### config.mk
export PLATFORM = sky130hd
export DESIGN_NAME = pcm_clock_ctrl
export DESIGN_NICKNAME = d
export VERILOG_FILES = /design/src/pkg/pcm_pkg.sv /design/src/core/pcm_clk_out_gate.sv /design/src/core/pcm_clock_ctrl.sv
export SDC_FILE = /design/constraint.sdc
export NUM_CORES = 1
export LEC_CHECK = 0
export ABC_AREA = 0
export BUFFER_PORTS_ARGS = -buffer_cell sky130_fd_sc_hd__buf_4
export CORE_UTILIZATION = 61
export CTS_CLUSTER_SIZE = 8
export DETAILED_ROUTE_END_ITERATION = 16
export PLACE_DENSITY = 0.81
export SLEW_MARGIN = 20
export SYNTH_ARGS = -nofsm -noshare
export SYNTH_HDL_FRONTEND = slang
export SYNTH_SLANG_ARGS = --single-unit
export TNS_END_PERCENT = 5
### constraint.sdc
create_clock -name clk_sys -period 8 [get_ports clk_sys]
set_input_delay 1.6 -clock clk_sys [delete_from_list [all_inputs] [get_ports clk_sys]]
set_output_delay 1.6 -clock clk_sys [all_outputs]
set_load 0.02 [all_outputs]
### src/pkg/pcm_pkg.sv
// constants shared by the clock mode and clock output block
package pcm_pkg;

  // ****************************************
  // timing
  // ****************************************
  localparam longint SYS_CLK_HZ       = 200_000_000;
  localparam longint PLL_LOCK_TIME_MS = 1;
  // least time, so round up
  localparam int unsigned PLL_LOCK_CYCLES = int'(
    (PLL_LOCK_TIME_MS * SYS_CLK_HZ + 999) / 1000);
  localparam int LOCK_CNT_W = 18;

  // ****************************************
  // clocking modes, caught from the select pins
  // ****************************************
  typedef enum logic [1:0] {
    PCM_DIV_TWO   = 2'b00,
    PCM_TIMES_ONE = 2'b01,
    PCM_TIMES_FOUR = 2'b11
  } pcm_mode_e;
  localparam logic [1:0] MODE_RESERVED = 2'h2;

  // ****************************************
  // register map (byte addresses)
  // ****************************************
  localparam logic [7:0] PDC_OFFSET  = 8'h00;
  localparam logic [7:0] STAT_OFFSET = 8'h04;

  // power divide control fields
  localparam int PDC_PS_EN_BIT  = 0;
  localparam int PDC_DIV_LSB    = 1;
  localparam int PDC_DIV_W      = 3;
  localparam int PDC_DRV_LSB    = 8;
  localparam int PDC_SRC_LSB    = 10;
  localparam logic [31:0] PDC_RESET = 32'h0000_0100;
  localparam logic [31:0] PDC_MASK  = 32'h0000_0F0F;

  // status fields
  localparam int STAT_MODE_LSB = 0;
  localparam int STAT_PLL_BIT  = 2;
  localparam int STAT_LOCK_BIT = 3;
  localparam int STAT_PS_BIT   = 4;

  // power-save divider counts fundamental falls
  localparam int PS_CNT_W = 8;
  localparam logic [PS_CNT_W-1:0] PS_CNT_ONE = 8'h01;

  // times-four phase measurement
  localparam int HALF_CNT_W = 16;
  localparam logic [1:0] X4_LAST_TICK = 2'h3;

endpackage

### src/core/pcm_clk_out_gate.sv
// one clock output: source select and drive enable without runt phases
module pcm_clk_out_gate
  import pcm_pkg::*;
(
  input  wire logic clk_sys,
  input  wire logic resetn,
  input  wire logic fundLvl,
  input  wire logic fundNxt,
  input  wire logic cpuNxt,
  input  wire logic cpuLvl,
  input  wire logic selCpu,
  input  wire logic driveEn,
  output logic      clkOut,
  output logic      clkDriveEn
);

  logic curSel_r, curSel_nxt;
  logic curEn_r,  curEn_nxt;
  logic out_r,    out_nxt;
  logic fundFall, cpuFall, targetFall, curNxt;

  always_comb begin
    fundFall   = fundLvl & ~fundNxt;
    cpuFall    = cpuLvl & ~cpuNxt;
    targetFall = selCpu ? cpuFall : fundFall;
    curNxt     = curEn_r & (curSel_r ? cpuNxt : fundNxt);
    curSel_nxt = curSel_r;
    curEn_nxt  = curEn_r;
    // change only where the new source starts a low phase and the
    // old one is low too, so no phase is cut short
    if (targetFall && !curNxt) begin
      curSel_nxt = selCpu;
      curEn_nxt  = driveEn;
    end
    out_nxt = curEn_nxt & (curSel_nxt ? cpuNxt : fundNxt);
  end

  always_ff @(posedge clk_sys) begin
    if (!resetn) begin
      curSel_r <= 1'b0;
      curEn_r  <= 1'b0;
      out_r    <= 1'b0;
    end else begin
      curSel_r <= curSel_nxt;
      curEn_r  <= curEn_nxt;
      out_r    <= out_nxt;
    end
  end

  assign clkOut     = out_r;
  assign clkDriveEn = curEn_r;

endmodule

### src/core/pcm_clock_ctrl.sv
// clock mode, pll stand-in, power-save divider and two clock outputs
//
// Behaviour
// - divide-by-two keeps the pll off and runs the clock at half the input.
// - times-one turns the pll on and runs the clock at the input rate.
// - times-four turns the pll on and runs the clock at four times input.
// - the mode comes from the two select pins while reset is held.
// - each clock output carries the fundamental or the power-save clock.
// - the two outputs choose their source independently.
// - each output has its own drive enable.
// - after the pll starts, 1 ms passes before the clock counts as stable.
// - a hardware interrupt ends power-save; software ones do not.
module pcm_clock_ctrl
  import pcm_pkg::*;
#(
  parameter int unsigned LOCK_CYCLES = PLL_LOCK_CYCLES
)(
  input  wire logic        clk_sys,
  input  wire logic        resetn,
  input  wire logic        oscillatorInput,
  input  wire logic        clockModeSelectA,
  input  wire logic        clockModeSelectB,
  input  wire logic        hwInterrupt,
  input  wire logic        psel,
  input  wire logic        penable,
  input  wire logic        pwrite,
  input  wire logic [7:0]  paddr,
  input  wire logic [31:0] pwdata,
  output logic             pready,
  output logic             pslverr,
  output logic [31:0]      prdata,
  output logic             oscillatorOutput,
  output logic             pllEnable,
  output logic             pllLocked,
  output logic             primaryClockOutput,
  output logic             primaryClockDriveEn,
  output logic             secondaryClockOutput,
  output logic             secondaryClockDriveEn
);

  // ****************************************
  // mode capture and pll lock
  // ****************************************
  pcm_mode_e             mode_r, mode_nxt;
  logic                  pllEn_r, pllEn_nxt;
  logic                  locked_r, locked_nxt;
  logic [LOCK_CNT_W-1:0] lockCnt_r, lockCnt_nxt;
  logic                  oscOut_r, oscOut_nxt;
  logic [1:0]            pinMode;

  always_comb begin
    pinMode = {clockModeSelectB, clockModeSelectA};
    // reserved pin code falls back to the default times-four
    if (pinMode == MODE_RESERVED) begin
      mode_nxt = PCM_TIMES_FOUR;
    end else begin
      mode_nxt = pcm_mode_e'(pinMode);
    end
    pllEn_nxt   = (mode_r != PCM_DIV_TWO);
    lockCnt_nxt = lockCnt_r;
    locked_nxt  = locked_r;
    if (!pllEn_r) begin
      locked_nxt = (mode_r == PCM_DIV_TWO);
    end else if (!locked_r) begin
      if (lockCnt_r == LOCK_CNT_W'(LOCK_CYCLES - 1)) begin
        locked_nxt = 1'b1;
      end else begin
        lockCnt_nxt = lockCnt_r + 1'b1;
      end
    end
    oscOut_nxt = ~oscillatorInput;
  end

  always_ff @(posedge clk_sys) begin
    if (!resetn) begin
      // pins are followed for as long as reset is held
      mode_r    <= mode_nxt;
      pllEn_r   <= 1'b0;
      locked_r  <= 1'b0;
      lockCnt_r <= '0;
      oscOut_r  <= 1'b0;
    end else begin
      mode_r    <= mode_r;
      pllEn_r   <= pllEn_nxt;
      locked_r  <= locked_nxt;
      lockCnt_r <= lockCnt_nxt;
      oscOut_r  <= oscOut_nxt;
    end
  end

  // ****************************************
  // fundamental clock synthesis
  // ****************************************
  logic                  oscPrev_r;
  logic                  fund_r, fund_nxt;
  logic [HALF_CNT_W-1:0] halfCnt_r, halfCnt_nxt;
  logic [HALF_CNT_W-1:0] halfLen_r, halfLen_nxt;
  logic [HALF_CNT_W-1:0] subCnt_r, subCnt_nxt;
  logic [1:0]            tick_r, tick_nxt;
  logic                  oscRise, oscEdge;
  logic [HALF_CNT_W-1:0] quarter;

  always_comb begin
    oscEdge     = oscillatorInput ^ oscPrev_r;
    oscRise     = oscillatorInput & ~oscPrev_r;
    quarter     = (halfLen_r >> 2) == '0 ? HALF_CNT_W'(1) : halfLen_r >> 2;
    fund_nxt    = fund_r;
    halfCnt_nxt = oscEdge ? '0 : halfCnt_r + 1'b1;
    halfLen_nxt = oscEdge ? halfCnt_r + 1'b1 : halfLen_r;
    subCnt_nxt  = subCnt_r;
    tick_nxt    = tick_r;
    unique case (mode_r)
      PCM_DIV_TWO: begin
        if (oscRise) begin
          fund_nxt = ~fund_r;
        end
      end
      PCM_TIMES_ONE: begin
        if (oscEdge) begin
          fund_nxt = ~fund_r;
        end
      end
      PCM_TIMES_FOUR: begin
        // four toggles per input half period from the measured length
        if (oscEdge) begin
          fund_nxt   = ~fund_r;
          subCnt_nxt = '0;
          tick_nxt   = '0;
        end else if (tick_r != X4_LAST_TICK &&
                     subCnt_r + 1'b1 >= quarter) begin
          fund_nxt   = ~fund_r;
          subCnt_nxt = '0;
          tick_nxt   = tick_r + 1'b1;
        end else begin
          subCnt_nxt = subCnt_r + 1'b1;
        end
      end
      default: begin
        fund_nxt = fund_r;
      end
    endcase
  end

  always_ff @(posedge clk_sys) begin
    if (!resetn) begin
      oscPrev_r <= 1'b0;
      fund_r    <= 1'b0;
      halfCnt_r <= '0;
      halfLen_r <= '0;
      subCnt_r  <= '0;
      tick_r    <= '0;
    end else begin
      oscPrev_r <= oscillatorInput;
      fund_r    <= fund_nxt;
      halfCnt_r <= halfCnt_nxt;
      halfLen_r <= halfLen_nxt;
      subCnt_r  <= subCnt_nxt;
      tick_r    <= tick_nxt;
    end
  end

  // ****************************************
  // power-save cpu clock
  // ****************************************
  logic [31:0]         pdc_r, pdc_nxt;
  logic                psAct_r, psAct_nxt;
  logic                cpu_r, cpu_nxt;
  logic [PS_CNT_W-1:0] psCnt_r, psCnt_nxt;
  logic [PS_CNT_W-1:0] psLast;
  logic                fundFall, gatedFund, gatedFundNxt;

  always_comb begin
    // no fundamental or power-save clock leaves the block until the pll has settled
    gatedFund    = fund_r & locked_r;
    gatedFundNxt = fund_nxt & locked_nxt;
    fundFall     = gatedFund & ~gatedFundNxt;
    // last count of a cpu clock half period, in fundamental periods from zero
    psLast    = (PS_CNT_ONE << pdc_r[PDC_DIV_LSB +: PDC_DIV_W]) - PS_CNT_ONE;
    psAct_nxt = psAct_r;
    psCnt_nxt = psCnt_r;
    cpu_nxt   = cpu_r;
    if (!psAct_r) begin
      cpu_nxt = gatedFundNxt;
      // enter power-save only at a fall, both clocks low
      if (fundFall && pdc_r[PDC_PS_EN_BIT]) begin
        psAct_nxt = 1'b1;
        psCnt_nxt = '0;
      end
    end else if (fundFall) begin
      if (psCnt_r == psLast) begin
        psCnt_nxt = '0;
        cpu_nxt   = ~cpu_r;
        // leave only where the cpu clock falls with the fundamental
        if (cpu_r && !pdc_r[PDC_PS_EN_BIT]) begin
          psAct_nxt = 1'b0;
        end
      end else begin
        psCnt_nxt = psCnt_r + 1'b1;
      end
    end
  end

  always_ff @(posedge clk_sys) begin
    if (!resetn) begin
      psAct_r <= 1'b0;
      psCnt_r <= '0;
      cpu_r   <= 1'b0;
    end else begin
      psAct_r <= psAct_nxt;
      psCnt_r <= psCnt_nxt;
      cpu_r   <= cpu_nxt;
    end
  end

  // ****************************************
  // apb slave, zero wait, registered answer
  // ****************************************
  logic        ready_r, ready_nxt;
  logic        err_r, err_nxt;
  logic [31:0] rdata_r, rdata_nxt;
  logic        setup, wrDone;

  always_comb begin
    setup     = psel & ~penable & ~ready_r;
    wrDone    = psel & penable & ready_r & pwrite & ~err_r;
    ready_nxt = setup;
    err_nxt   = err_r;
    rdata_nxt = rdata_r;
    pdc_nxt   = pdc_r;
    if (setup) begin
      rdata_nxt = 32'h0000_0000;
      err_nxt   = 1'b0;
      if (paddr == PDC_OFFSET) begin
        rdata_nxt = pdc_r;
      end else if (paddr == STAT_OFFSET) begin
        rdata_nxt[STAT_MODE_LSB +: 2] = mode_r;
        rdata_nxt[STAT_PLL_BIT]       = pllEn_r;
        rdata_nxt[STAT_LOCK_BIT]      = locked_r;
        rdata_nxt[STAT_PS_BIT]        = psAct_r;
      end else begin
        err_nxt = 1'b1;
      end
    end
    if (wrDone && paddr == PDC_OFFSET) begin
      pdc_nxt = pwdata & PDC_MASK;
    end
    // hardware interrupt beats a write that sets power-save
    if (hwInterrupt) begin
      pdc_nxt[PDC_PS_EN_BIT] = 1'b0;
    end
  end

  always_ff @(posedge clk_sys) begin
    if (!resetn) begin
      ready_r <= 1'b0;
      err_r   <= 1'b0;
      rdata_r <= 32'h0000_0000;
      pdc_r   <= PDC_RESET;
    end else begin
      ready_r <= ready_nxt;
      err_r   <= err_nxt;
      rdata_r <= rdata_nxt;
      pdc_r   <= pdc_nxt;
    end
  end

  // ****************************************
  // clock outputs
  // ****************************************
  logic [1:0] outClk, outEn;

  generate
    for (genvar i = 0; i < 2; i++) begin : g_out
      pcm_clk_out_gate u_gate (
        .clk_sys    (clk_sys),
        .resetn     (resetn),
        .fundLvl    (gatedFund),
        .fundNxt    (gatedFundNxt),
        .cpuNxt     (cpu_nxt),
        .cpuLvl     (cpu_r),
        .selCpu     (pdc_r[PDC_SRC_LSB + i]),
        .driveEn    (pdc_r[PDC_DRV_LSB + i]),
        .clkOut     (outClk[i]),
        .clkDriveEn (outEn[i])
      );
    end
  endgenerate

  assign pready                = ready_r;
  assign pslverr               = err_r;
  assign prdata                = rdata_r;
  assign oscillatorOutput      = oscOut_r;
  assign pllEnable             = pllEn_r;
  assign pllLocked             = locked_r;
  assign primaryClockOutput    = outClk[0];
  assign primaryClockDriveEn   = outEn[0];
  assign secondaryClockOutput  = outClk[1];
  assign secondaryClockDriveEn = outEn[1];

endmodule

==> results by group <==
Power and ir drop
  – Leak: 2.28 nW
  – Design Power: 1.02 mW
  – VDD IR-drop max: 0.0957 mV
  – Power Dens Cells: 169 mW/mm²

Setup path
  – CP arrival: 4.61 ns
  – Slowest CP cell: o31ai_1
  – Classification of the worst setup path: input pin to register
  – CP max stage delay: 0.79 ns
  – Max Fanout on Critical Path: 39
  – Buf+Inv Stages, Crit Path: 2
  – Delay-heaviest family, CP: compound AO/OA/AOI/OAI gates
  – Worst EP required: 8.22 ns
  – Startpoint Class: input pin
  – Critical Path, Cell by Cell: buf_4, ha_1, buf_4, nor2b_1, o21ai_0, a2111o_1, a32o_2, o31ai_1, a221oi_2, nand4_1, o31ai_1
  – Setup crit end kind: register

Flow run
  – Maxcap violations: 0

Yosys
  – Number of synthesized register bits: 108
  – Seq/Total Area, Yosys: 39.5%
  – Cell Area, Synth: 0.00553 mm²
  – Post-Synthesis Cells: 680
  – Synth async-reset ratio: 0%
  – Area share of the largest cell type after synthesis: 38.4%
  – Area leader, netlist: dfxtp_1
  – Most used DFF post-synth: dfxtp_1
  – Post-synth EDFFs: 2
  – Synthesis Warnings: 0
  – Top post-synthesis cells by area: dfxtp_1, nor2_1, ha_1
  – Yosys cell types: 60
  – Syn Area/Cell: 8.13 µm²

Floorplanning
  – Initial Utilization: 63.1%
  – Die Y: 97.2 µm
  – Core ar.: 0.00876 mm²
  – Die width: 97.2 µm
  – Cell Rows: 34
  – Number of I/O pins: 90
  – Die area: 0.00945 mm²

Global route
  – GR Overflow Total: 0
  – Initial antenna violation count: 0
  – First-pass GRT wire length: 19500 µm
  – Vias in the first global route: 4410
  – Largest net degree at the start of global routing: 65
  – Gr usage total: 24.7%

Layout
  – P&R area growth vs syn: 9.05%
  – Diode count: 0
  – Post-route cell area: 0.00603 mm²
  – Area of the multi-input gates: 0.00306 mm²
  – NumNets Final: 772
  – Fill count: 736
  – Fraction of layout cells with a size suffix above 1: 10.5%
  – Register area: 0.00218 mm²

STA
  – Final Critical Period: 4.39 ns
  – Final setup viols: 0
  – Clock skew: 0.0117 ns
  – Final worst-path cycle share: 54.8%
  – Fin Hold WS: 0.451 ns
  – Worst slew pin tran: 0.941 ns
  – RSZ-0062 raised after global routing: no
  – Slew headroom: 36.7%
  – Fin. Hold Viols: 0
  – Final Max Slew Viols: 0
  – Max frequency: 0.228 GHz
  – Setup TNS: 0 ns

Routing
  – Drt first pass iters: 4
  – Post-route DRC: 0
  – Routed wire length: 11700 µm
  – Post-DRT Antenna Nets: 0
  – Routed len/inst: 14.4 µm
  – Vias per inst: 5.80
  – DR vias: 4736
  – Initial DRC count: 226

Clocking
  – Clock tree root buffer cell: clkbuf_8
  – Post-cts gate resize count: 0
  – Worst-path clk slew: 0.10 ns
  – Total CTS buffers: 9
  – Skew-Pair Late Insertion Delay: 0.36 ns
  – CTS tree: yes
  – # clock sinks: 108
  – Post-CTS Setup Inserts: 0
  – Max clock buf depth: 2
  – H-tree depth: 3
  – Cts-stage hold buffer count: 0

Min path
  – Hold Crit Class: register to register

Run status
  – Status: finished clean

Placement
  – Detailed placement HPWL: 8310 µm
  – Placer Congestion: 0.833
  – # port buffers: 42
  – DP Area: 0.00578 mm²
-- cells in the mapped netlist (2+ instances only) --
| cell | number |
|---|---|
| a2bb2oi_1 | 3 |
| nand4b_1 | 2 |
| nand2b_1 | 3 |
| a32o_1 | 2 |
| buf_1 | 3 |
| and2_1 | 6 |
| xnor2_1 | 26 |
| nor2_1 | 123 |
| inv_1 | 21 |
| buf_2 | 3 |
| a31oi_1 | 4 |
| dfxtp_1 | 106 |
| a32oi_1 | 2 |
| nand4_1 | 11 |
| and4_1 | 3 |
| a22oi_1 | 4 |
| mux2_2 | 3 |
| o31ai_1 | 3 |
| buf_4 | 23 |
| nand2_1 | 54 |
| nor4_1 | 11 |
| xor2_1 | 21 |
| or3_1 | 3 |
| nor3_1 | 10 |
| a211oi_1 | 5 |
| a21oi_1 | 47 |
| nand3_1 | 36 |
| edfxtp_1 | 2 |
| a41o_1 | 2 |
| nand3b_1 | 3 |
| or2_2 | 2 |
| mux2i_1 | 10 |
| nor3b_1 | 3 |
| clkbuf_1 | 25 |
| nor2b_1 | 3 |
| ha_1 | 20 |
| o21ai_0 | 25 |
| o211ai_1 | 7 |
| o2111ai_1 | 3 |
| and3_1 | 17 |
-- worst reg2reg max path, cell delays in order (launching register included) --
cell and delay (ns):
dfxtp_1 0.49, and4_1 0.28, nor2b_1 0.51, nand3_1 0.18, xnor2_1 0.21, ha_1 0.22
nor2b_1 0.10, o21ai_0 0.12, a2111o_1 0.43, a32o_2 0.30, o31ai_1 0.79, a221oi_2 0.18
nand4_1 0.19, o31ai_1 0.09
-- power breakdown --
part / internal (mW) / switching (mW)
Combinational: 0.0257 / 0.0556
Clock: 0.198 / 0.188
Sequential: 0.545 / 0.00819
-- flip-flops by register name (all words and copies together) (netlist names), 2 cells and up --
signal and cells:
g_out.u_gate.clkDriveEn 2, g_out.u_gate.clkOut 2, g_out.u_gate.curSel_r 2, halfCnt_r 16, halfLen_r 14, lockCnt_r 18
mode_r 2, pdc_r 8, prdata 9, psCnt_r 8, subCnt_r 16, tick_r 2
-- final timing paths --
check	start	cells after the start	slack (ns)	end
setup / recovery	oscillatorInput	11	3.61	g_out[0].u_gate.clkOut
hold reg to reg	halfCnt_r[0]	1	0.45	halfCnt_r[0]
hold / removal	halfCnt_r[0]	1	0.45	halfCnt_r[0]
setup reg to reg	subCnt_r[2]	13	3.77	g_out[0].u_gate.clkOut
-- per-layer routing --
| metal | vias up | GRT usage [%] | routed length, µm |
|---|---|---|---|
| met5 | - | 0 | 0 |
| met4 | 0 | 7.81 | 125 |
| met3 | 14 | 3.74 | 485 |
| met2 | 138 | 43.2 | 5790 |
| met1 | 2218 | 31.3 | 5340 |
| li1 | 2366 | - | - |
-- per-stage QoR --
stage                     instances  setup slack [ns]  utilization, %
after floorplan                 702              4.11               -
after global placement          800              3.35            66.0
after detailed placement        800              3.27            66.0
after CTS                       816              3.67            68.7
after global routing            816              3.39            68.8
final                           816              3.61            68.8
-- layout make-up --
type | count | area share (%)
multi-input combinational | 518 | 50.7
sequential | 108 | 36.2
timing repair buffer | 45 | 5.60
clock buffer | 11 | 2.51
tap | 108 | 2.24
clock inverter | 5 | 1.47
inverter | 21 | 1.31
-- placed cells by master, fill, tap and decap left out, drive strengths merged, types with 7 or more instances in the layout --
cell and count:
a21oi 47, and3 17, buf 45, clkbuf 11, conb 23, dfxtp 106, ha 20, inv 23
mux2i 10, nand2 54, nand3 37, nand4 11, nor2 123, nor3 11, nor4 12, o211ai 7
o21ai 25, xnor2 26, xor2 21
-- cell families after synthesis --
kind of cell,share of synthesized area [%]
DFF,39.5
other,0.0678
AOI/OAI and AO/OA,13.5
adders and majority gates,4.71
and+or+nand+nor,25.5
buffers and inverters,6.92
muxes,2.42
xor gates and xnor gates,7.45
No activity file was read; power rests on OpenSTA's default activity.
